==> config.mk <==
export PLATFORM = sky130hd
export DESIGN_NAME = pdmac_channels
export DESIGN_NICKNAME = d
export VERILOG_FILES = /design/src/logic/pdmac_pkg.sv /design/src/logic/pdmac_channels.sv
export VERILOG_INCLUDE_DIRS = /design/src /design/src/logic
export SDC_FILE = /design/constraint.sdc
export NUM_CORES = 2
export LEC_CHECK = 0
export BUFFER_PORTS_ARGS = -buffer_cell sky130_fd_sc_hd__buf_2
export CORE_AREA = 2 2 313 438
export DETAILED_ROUTE_END_ITERATION = 8
export DIE_AREA = 0 0 315 440
export PLACE_DENSITY = 0.75
export SLEW_MARGIN = 20
export SYNTH_ARGS = -nofsm -noshare
export SYNTH_HDL_FRONTEND = slang
export SYNTH_SLANG_ARGS = --single-unit
==> constraint.sdc <==
create_clock -name clock -period 7.84 [get_ports clock]
set_clock_uncertainty 0.1 [all_clocks]
set_input_delay 2.352 -clock clock [delete_from_list [all_inputs] [get_ports clock]]
set_output_delay 2.352 -clock clock [all_outputs]
set_load 0.05 [all_outputs]
==> src/logic/pdmac_regs.svh <==
// constants for the peripheral dma engine
`ifndef PDMAC_REGS_SVH
`define PDMAC_REGS_SVH
`define PDMAC_NUM_CHAN 13
`define PDMAC_NUM_RX 7
`define PDMAC_PTR_W 32
`define PDMAC_CNT_W 16
`define PDMAC_DATA_W 32
`define PDMAC_CHAN_W 4
`define PDMAC_XFER_BYTES 4
`define PDMAC_PTR_RESET 32'h00000000
`define PDMAC_CNT_RESET 16'h0000
`define PDMAC_SEL_CUR 1'b0
`define PDMAC_SEL_NEXT 1'b1
`define PDMAC_RX_BUS_CYCLES 2
`define PDMAC_TX_BUS_CYCLES 1
`endif

==> src/logic/pdmac_pkg.sv <==
// types shared by the peripheral dma engine
package pdmac_pkg;
   typedef enum logic [2:0]
   {
      PDMAC_IDLE = 3'h0,
      PDMAC_REQ = 3'h1,
      PDMAC_RX1 = 3'h3,
      PDMAC_RX2 = 3'h2,
      PDMAC_TX1 = 3'h5,
      PDMAC_TX2 = 3'h4
   } pdmac_state_t;

   typedef struct packed
   {
      logic write;
      logic [3:0] chan;
      logic sel;
      logic [31:0] ptr;
      logic [15:0] cnt;
   } pdmac_cfg_t;

   typedef struct packed
   {
      logic read;
      logic write;
      logic [31:0] addr;
      logic [31:0] wdata;
   } pdmac_mem_t;

   typedef struct packed
   {
      logic read;
      logic write;
      logic [3:0] chan;
      logic [31:0] wdata;
   } pdmac_per_t;
endpackage

==> src/logic/pdmac_channels.sv <==
// thirteen-channel peripheral dma engine with fixed priority and buffer chaining
`timescale 1ns/100ps
`include "pdmac_regs.svh"

module pdmac_channels
#(
   parameter int NUM_CHAN = `PDMAC_NUM_CHAN,
   parameter int NUM_RX = `PDMAC_NUM_RX,
   parameter int XFER_BYTES = `PDMAC_XFER_BYTES
)
(
   input wire logic clock,
   input wire logic rst_b,
   input wire logic ce,
   input wire pdmac_pkg::pdmac_cfg_t cfg,
   input wire logic [NUM_CHAN-1:0] chanReq,
   input wire logic busGrant,
   input wire logic [`PDMAC_DATA_W-1:0] memRdata,
   input wire logic [`PDMAC_DATA_W-1:0] perRdata,
   output logic busReq,
   output pdmac_pkg::pdmac_mem_t memBus,
   output pdmac_pkg::pdmac_per_t perBus,
   output logic [NUM_CHAN-1:0] endBuf
);
   // channel index order is priority order: 0..6 receive, 7..12 transmit
   // receive: debug unit, usart0, usart1, sync serial, converter, spi0, spi1
   // transmit: debug unit, usart0, usart1, sync serial, spi0, spi1
   // the channel map is hard-wired, so other sizes are refused at elaboration
   if (NUM_CHAN != `PDMAC_NUM_CHAN || NUM_RX != `PDMAC_NUM_RX)
   begin : gBadMap
      $error("pdmac_channels: channel map is fixed at 13 channels, 7 receive");
   end
   if (XFER_BYTES != 1 && XFER_BYTES != 2 && XFER_BYTES != 4)
   begin : gBadStep
      $error("pdmac_channels: transfer size must be 1, 2 or 4 bytes");
   end

   localparam logic [`PDMAC_PTR_W-1:0] STEP = `PDMAC_PTR_W'(XFER_BYTES);

   pdmac_pkg::pdmac_state_t state;
   logic [`PDMAC_CHAN_W-1:0] active;
   logic [`PDMAC_PTR_W-1:0] curPtr [NUM_CHAN];
   logic [`PDMAC_CNT_W-1:0] curCnt [NUM_CHAN];
   logic [`PDMAC_PTR_W-1:0] nextPtr [NUM_CHAN];
   logic [`PDMAC_CNT_W-1:0] nextCnt [NUM_CHAN];
   logic [NUM_CHAN-1:0] eligible;
   logic [NUM_CHAN-1:0] stepChan;
   logic [`PDMAC_CHAN_W-1:0] next_pick;
   logic pickValid;

   // a channel with an empty current buffer cannot ask; chaining refills it first
   always_comb
   begin
      for (int i = 0; i < NUM_CHAN; i++)
      begin
         eligible[i] = chanReq[i] && (curCnt[i] != `PDMAC_CNT_RESET);
      end
   end

   // lowest index wins, so receive always beats transmit
   always_comb
   begin
      next_pick = '0;
      pickValid = 1'b0;
      for (int i = NUM_CHAN - 1; i >= 0; i--)
      begin
         if (eligible[i])
         begin
            next_pick = `PDMAC_CHAN_W'(i);
            pickValid = 1'b1;
         end
      end
   end

   // pointer/count step fires in the last bus cycle of a transfer
   always_comb
   begin
      stepChan = '0;
      if (state == pdmac_pkg::PDMAC_RX2 || state == pdmac_pkg::PDMAC_TX1)
      begin
         stepChan[active] = 1'b1;
      end
   end

   // sequencer
   always_ff @(posedge clock)
   begin
      if (!rst_b)
      begin
         state <= pdmac_pkg::PDMAC_IDLE;
         active <= '0;
      end
      else if (ce)
      begin
         unique case (state)
            pdmac_pkg::PDMAC_IDLE:
            begin
               if (pickValid)
               begin
                  active <= next_pick;
                  state <= pdmac_pkg::PDMAC_REQ;
               end
            end
            pdmac_pkg::PDMAC_REQ:
            begin
               // wait for the arbiter, which also serves the core and the mac
               if (busGrant)
               begin
                  state <= (active < `PDMAC_CHAN_W'(NUM_RX)) ? pdmac_pkg::PDMAC_RX1
                                                              : pdmac_pkg::PDMAC_TX1;
               end
            end
            pdmac_pkg::PDMAC_RX1: state <= pdmac_pkg::PDMAC_RX2;
            pdmac_pkg::PDMAC_RX2: state <= pdmac_pkg::PDMAC_IDLE;
            pdmac_pkg::PDMAC_TX1: state <= pdmac_pkg::PDMAC_TX2;
            pdmac_pkg::PDMAC_TX2: state <= pdmac_pkg::PDMAC_IDLE;
            default: state <= pdmac_pkg::PDMAC_IDLE;
         endcase
      end
   end

   // bus request held from selection until the last bus cycle
   always_ff @(posedge clock)
   begin
      if (!rst_b)
      begin
         busReq <= 1'b0;
      end
      else if (ce)
      begin
         if (state == pdmac_pkg::PDMAC_IDLE && pickValid)
         begin
            busReq <= 1'b1;
         end
         else if (state == pdmac_pkg::PDMAC_RX2 || state == pdmac_pkg::PDMAC_TX1)
         begin
            busReq <= 1'b0;
         end
      end
   end

   // memory side: tx reads in one granted cycle, rx writes in the second
   always_ff @(posedge clock)
   begin
      if (!rst_b)
      begin
         memBus <= '0;
      end
      else if (ce)
      begin
         memBus.read <= 1'b0;
         memBus.write <= 1'b0;
         if (state == pdmac_pkg::PDMAC_REQ && busGrant && active >= `PDMAC_CHAN_W'(NUM_RX))
         begin
            memBus.read <= 1'b1;
            memBus.addr <= curPtr[active];
         end
         else if (state == pdmac_pkg::PDMAC_RX1)
         begin
            memBus.write <= 1'b1;
            memBus.addr <= curPtr[active];
            memBus.wdata <= perRdata;
         end
      end
   end

   // peripheral side: rx read strobe in first granted cycle, tx write after the bus read
   // read data lands the cycle after the bus cycle, so the bus is already free
   always_ff @(posedge clock)
   begin
      if (!rst_b)
      begin
         perBus <= '0;
      end
      else if (ce)
      begin
         perBus.read <= 1'b0;
         perBus.write <= 1'b0;
         if (state == pdmac_pkg::PDMAC_REQ && busGrant && active < `PDMAC_CHAN_W'(NUM_RX))
         begin
            perBus.read <= 1'b1;
            perBus.chan <= active;
         end
         else if (state == pdmac_pkg::PDMAC_TX2)
         begin
            perBus.write <= 1'b1;
            perBus.chan <= active;
            perBus.wdata <= memRdata;
         end
      end
   end

   // per-channel buffer state; a configuration write wins over a same-cycle step
   for (genvar c = 0; c < NUM_CHAN; c++)
   begin : gChan
      logic cfgHit;
      assign cfgHit = cfg.write && (cfg.chan == `PDMAC_CHAN_W'(c));

      always_ff @(posedge clock)
      begin
         if (!rst_b)
         begin
            curPtr[c] <= `PDMAC_PTR_RESET;
            curCnt[c] <= `PDMAC_CNT_RESET;
            nextPtr[c] <= `PDMAC_PTR_RESET;
            nextCnt[c] <= `PDMAC_CNT_RESET;
         end
         else if (ce)
         begin
            if (stepChan[c])
            begin
               if (curCnt[c] == `PDMAC_CNT_W'(1) && nextCnt[c] != `PDMAC_CNT_RESET)
               begin
                  // chain into the next buffer with no software turn-around
                  curPtr[c] <= nextPtr[c];
                  curCnt[c] <= nextCnt[c];
                  nextCnt[c] <= `PDMAC_CNT_RESET;
               end
               else
               begin
                  curPtr[c] <= curPtr[c] + STEP;
                  curCnt[c] <= curCnt[c] - `PDMAC_CNT_W'(1);
               end
            end
            if (cfgHit && cfg.sel == `PDMAC_SEL_CUR)
            begin
               curPtr[c] <= cfg.ptr;
               curCnt[c] <= cfg.cnt;
            end
            if (cfgHit && cfg.sel == `PDMAC_SEL_NEXT)
            begin
               nextPtr[c] <= cfg.ptr;
               nextCnt[c] <= cfg.cnt;
            end
         end
      end

      // end of buffer: set when the last word leaves with no next buffer, set beats clear
      always_ff @(posedge clock)
      begin
         if (!rst_b)
         begin
            endBuf[c] <= 1'b0;
         end
         else if (ce)
         begin
            if (stepChan[c] && curCnt[c] == `PDMAC_CNT_W'(1) && nextCnt[c] == `PDMAC_CNT_RESET)
            begin
               endBuf[c] <= 1'b1;
            end
            else if (cfgHit && cfg.cnt != `PDMAC_CNT_RESET)
            begin
               endBuf[c] <= 1'b0;
            end
         end
      end
   end
endmodule

Yosys cells after proc, flatten, opt, wreduce, memory -nomap -nowiden
Memory sizes are Yosys's and may differ from the RTL's. A register that Yosys moved wholly into a read port is not among the register bits.
Index checks and enable logic that the tools add are counted.
{"block": "totals", "ff_bits": 125, "ramBits": 1248, "in_bits": 135, "n_memories": 4}
{"block": "op_classes", "addsub": 26, "order_cmp": 4, "n_eq_ne": 32, "muxes": 423, "n_bitwise": 120, "reduce_logical": 188}
{"memory": "curPtr", "words": 13, "word_bits": 32, "rd": 14, "rd_clocked_by_memory_dff": 1, "wr": 13, "line_no": "pdmac_channels.sv:42", "rtl": "logic [`PDMAC_PTR_W-1:0] curPtr [NUM_CHAN];"}
{"memory": "nextPtr", "words": 13, "word_bits": 32, "rd": 13, "rd_clocked_by_memory_dff": 0, "wr": 13, "line_no": "pdmac_channels.sv:44", "rtl": "logic [`PDMAC_PTR_W-1:0] nextPtr [NUM_CHAN];"}
{"memory": "curCnt", "words": 13, "word_bits": 16, "rd": 13, "rd_clocked_by_memory_dff": 0, "wr": 13, "line_no": "pdmac_channels.sv:43", "rtl": "logic [`PDMAC_CNT_W-1:0] curCnt [NUM_CHAN];"}
{"memory": "nextCnt", "words": 13, "word_bits": 16, "rd": 13, "rd_clocked_by_memory_dff": 0, "wr": 13, "line_no": "pdmac_channels.sv:45", "rtl": "logic [`PDMAC_CNT_W-1:0] nextCnt [NUM_CHAN];"}
{"op": "32-bit 2-to-1 mux", "n": 53}
{"op": "16-bit 2-to-1 mux", "n": 65}
{"op": "16-bit nonzero test", "n": 27}
{"op": "32-bit by 3-bit adder with 32-bit output (second input constant)", "n": 13}
{"op": "1-bit 2-to-1 mux", "n": 281}
{"op": "16-bit by 1-bit == test with 1-bit output (second input constant)", "n": 13}
{"op": "16-bit zero test", "n": 13}
{"op": "16-bit by 1-bit subtractor with 16-bit output (second input constant)", "n": 13}
{"op": "1-bit bitwise OR", "n": 117}
{"op": "1-bit logical AND", "n": 109}
{"op": "65-bit 2-to-1 mux", "n": 1}
{"op": "4-bit 2-to-1 mux", "n": 16}
{"op": "37-bit 2-to-1 mux", "n": 1}
{"op": "2-bit AND reduction", "n": 16}
{"op": "2-bit nonzero test", "n": 16}
{"op": "4-bit == test (second input constant)", "n": 5}
{"op": "4-bit by 3-bit == test with 1-bit output (second input constant)", "n": 4}
{"op": "13-bit 2-to-1 mux", "n": 1}
{"op": "3-bit one-hot mux with 4 select lines", "n": 1}
{"op": "3-bit AND reduction", "n": 4}
{"op": "3-bit 2-to-1 mux", "n": 3}
{"op": "4-bit by 2-bit == test with 1-bit output (second input constant)", "n": 2}
{"op": "3-bit by 2-bit == test with 1-bit output (second input constant)", "n": 2}
{"op": "3-bit == test (second input constant)", "n": 2}
{"op": "12 further kinds", "n": 15}

Logic depth before layout (Yosys ltp)
{"block": "logic_depth", "depth_word": 18, "depth_mapped": 11, "mapped_depth_nobuf": 9}

Worst setup path before layout
OpenSTA, ideal clock, no wires.
{"block": "synth_path", "kind": "input to register", "start": "input ce", "end": "memory nextCnt[1][48] in the netlist's numbering (enable)", "setup_ns": 0.392, "arrival_ns": 6.061, "required_ns": 7.348, "path_slack_ns": 1.287, "cell_stages": 5, "path_buffers": 2, "cell_sequence": "clkbuf_1 clkbuf_1 nand3_1 o21ai_0 o21bai_1"}
{"item": "start: declaration", "line_no": "pdmac_channels.sv:14", "rtl": "input wire logic ce,"}
{"item": "end: declaration", "line_no": "pdmac_channels.sv:45"}

==> metrics.md <==
| Metric | Value |
|---|---|
| Share of synthesized registers carrying an async set or reset | `0%` |
| DR WL/cell | `28.0 um` |
| Dominant cells by area after synthesis | `edfxtp_1 51%, nand2_1 5.6%, and2_1 5.4%, o21ai_0 4.7%, mux4_2 3.9%` |
| Synth area leader | `edfxtp_1` |
| FMAX | `198 MHz` |
| Number of synthesized flops with an enable pin | `1,248` |
| Clock Power Share | `41.0%` |
| Setup bufs post-CTS | `0` |
| Max Fanout on Critical Path | `35` |
| Startpoint type of the worst setup path | `primary input` |
| CTS tree | `built` |
| Commonest non-fill, non-tap cell in the layout | `edfxtp_1` |
| Worst skew pair latency | `820 ps` |
| Remaining antenna violation count | `0` |
| Vias/cell | `6.53` |
| Worst Hold Class | `flip-flop to flip-flop` |
| Vias in the first global route | `54,868` |
| Site row count | `160` |
| First-pass GRT wire length | `363,000 um` |
| Placed Area | `0.0763 mm^2` |
| Starting density of the core | `54.5%` |
| Internal power | `0.0124 W` |
| Ys flop type | `edfxtp_1` |
| P_sw | `0.00408 W` |
| Slew Limit Fails | `0` |
| H-tree depth | `4` |
| Final Wtd Congestion | `1.01` |
| Max IR drop VDD | `269 uV` |
| CP max stage delay | `890 ps` |
| Area share of the largest cell type after synthesis | `50.9%` |
| CTS Sinks | `1,377` |
| Min Tclk post-route | `5040 ps` |
| CP required | `8240 ps` |
| CTS buffer count | `140` |
| Die Wd | `315 um` |
| Seq pwr share | `52.2%` |
| Critical path, cell by cell | `buf_4 > nand3b_1 > nand2b_1 > nor2_4 > buf_4 > or3_1 > o21ai_0` |
| Total negative setup slack | `0 ps` |
| Crit path kind | `primary input to flip-flop` |
| Routed vias | `58,821` |
| Post-DP HPWL | `162,000 um` |
| Leakage | `28.3 nW` |
| Slew @ Worst Pin | `1250 ps` |
| Longest Clk Path Bufs | `3` |
| Seq cells post-synth | `1,377` |
| Ys Warns | `0` |
| Mapped Area | `0.0736 mm^2` |
| Initial antenna violation count | `37` |
| Syn_area_per_cell | `10.3 um^2` |
| Total Nets Final | `7,268` |
| Root buf cell | `clkbuf_16` |
| Power Density | `204 mW/mm^2` |
| Hold Vio Cnt, Final | `0` |
| Fin crit share | `64.3%` |
| Post-cts gate resize count | `0` |
| Syn Inst Count | `7,113` |
| Largest net degree at the start of global routing | `85` |
| Layout Utilization | `59.9%` |
| Status | `finished clean` |
| Most frequent cells in the layout | `1,248 x edfxtp_1, 1,093 x nand2_1, 673 x o21ai_0` |
| Cell variety after synth | `72` |
| FF-to-FF setup slack | `3610 ps` |
| Sw Ratio | `24.8%` |
| Share of cells above drive strength 1 | `11.5%` |
| Pre-CTS setup slack | `1900 ps` |
| Max Cap Viol | `0` |
| Full die area | `0.139 mm^2` |
| Cell area after layout | `0.0810 mm^2` |
| CORE AREA | `0.135 mm^2` |
| DRT Pass-1 Iters | `6` |
| DRC | `0` |
| Final setup fails | `0` |
| Worst Path Buf+Inv | `2` |
| Filler instances | `10,739` |
| IO Count | `253` |
| Fin worst setup slack | `2800 ps` |
| RSZ-0062 raised after global routing | `no` |
| GRT Total Usage | `35.8%` |
| Buffers on Ports | `252` |
| Seq/Total Area, Yosys | `54.4%` |
| Initial DRC Count | `8,940` |
| Slew HR | `16.7%` |
| Overall Power | `0.0165 W` |
| CTS Hold Bufs | `0` |
| Final WL | `252,000 um` |
| Grt ovf | `0` |
| CP delay by family, top | `simple AND/OR/NAND/NOR gates` |
| Slowest CP cell | `or3_1` |
| CP Capture Type | `flip-flop` |
| Die height | `440 um` |
| Gate power share | `6.8%` |
| Most used cell, CP | `buf_4` |
| WP data arrival | `5450 ps` |
| Area Overhead vs Synth | `10.1%` |
| Worst-path clk slew | `60 ps` |
| Synth Net Count | `7,287` |
-- sequential cells by signal, indices dropped and copies added (netlist names), named ones only --
name,cells
memBus,66
curCnt,208
nextCnt,208
busReq,1
nextPtr,416
endBuf,13
curPtr,416
perBus,38
active,4
state,3
-- power groups by stage --
stage	sequential [W]	clock (W)	combinational (W)
4_1_cts	0.00859	0.00677	0.00108
2_1_floorplan	0.00864	0	0.000596
6_report	0.00861	0.00676	0.00112
5_1_grt	0.00863	0.00702	0.00115
3_5_place_dp	0.00875	0	0.00107
3_3_place_gp	0.00873	0	0.00106
-- synth_stat cells (all sizes together) (53+ instances only) --
| master | instances |
|---|---|
| a21oi | 236 |
| a221oi | 63 |
| a22oi | 137 |
| and2 | 641 |
| and3 | 84 |
| buf | 53 |
| clkbuf | 487 |
| dfxtp | 129 |
| edfxtp | 1248 |
| inv | 77 |
| mux4 | 128 |
| nand2 | 1094 |
| nand3 | 211 |
| nand4 | 116 |
| nor2 | 522 |
| nor3 | 95 |
| nor4 | 129 |
| o21ai | 692 |
| xnor2 | 283 |
| xor2 | 238 |
-- area by class of cell --
class                      instances  area, um^2  share of cell area [%]
antenna                           24        60.1                  0.0741
clock buffer                     179        3840                    4.74
clock inverter                    76         647                   0.799
inverter                          78         295                   0.365
multi-input combinational       5118       31600                    39.0
sequential                      1377       40100                    49.5
tap                             1782        2230                    2.75
timing repair buffer             379        2300                    2.84
-- final timing paths --
path | startpoint | endpoint | cells past startpoint
min reg2reg | perBus[2] | perBus[2] | 2
max reg2reg | curCnt[1][56] | flip-flop | 7
max | rst_b | curPtr[9][5] | 7
min | perBus[2] | perBus[2] | 2
-- metal layers --
| layer | global-route usage (%) | wire length (um) |
|---|---|---|
| met5 | 0 | 77 |
| met4 | 28.1 | 23300 |
| met3 | 7.35 | 30300 |
| met2 | 56.1 | 115000 |
| met1 | 43.3 | 83800 |
-- tightest hold or removal path: cells and delay by family (launching register included) --
kind               cells  cell delay [ps]
AOI/OAI and AO/OA      1               50
and+or+nand+nor        1               50
DFF                    1              300
-- cell families (layout without fill, tap and decap cells) --
| kind of cell | after synthesis | after routing | share of synthesized area, % |
|---|---|---|---|
| buf+inv | 618 | 712 | 3.17 |
| other cells | 0 | 24 | 0 |
| simple gates | 3087 | 3087 | 20.6 |
| compound gates | 1304 | 1304 | 10.5 |
| mux | 167 | 167 | 4.45 |
| flops | 1377 | 1377 | 54.4 |
| xor+xnor | 521 | 521 | 6.20 |
| fa+ha+maj | 39 | 39 | 0.663 |
-- through the flow --
stage / std cells / hold slack, ps
6_report: 9013 / 350
5_1_grt: 8994 / 365
4_1_cts: 8984 / 352
3_5_place_dp: 8729 / 342
3_3_place_gp: 8728 / 336
2_1_floorplan: 7113 / 389
(Power assumes the default switching activity.)
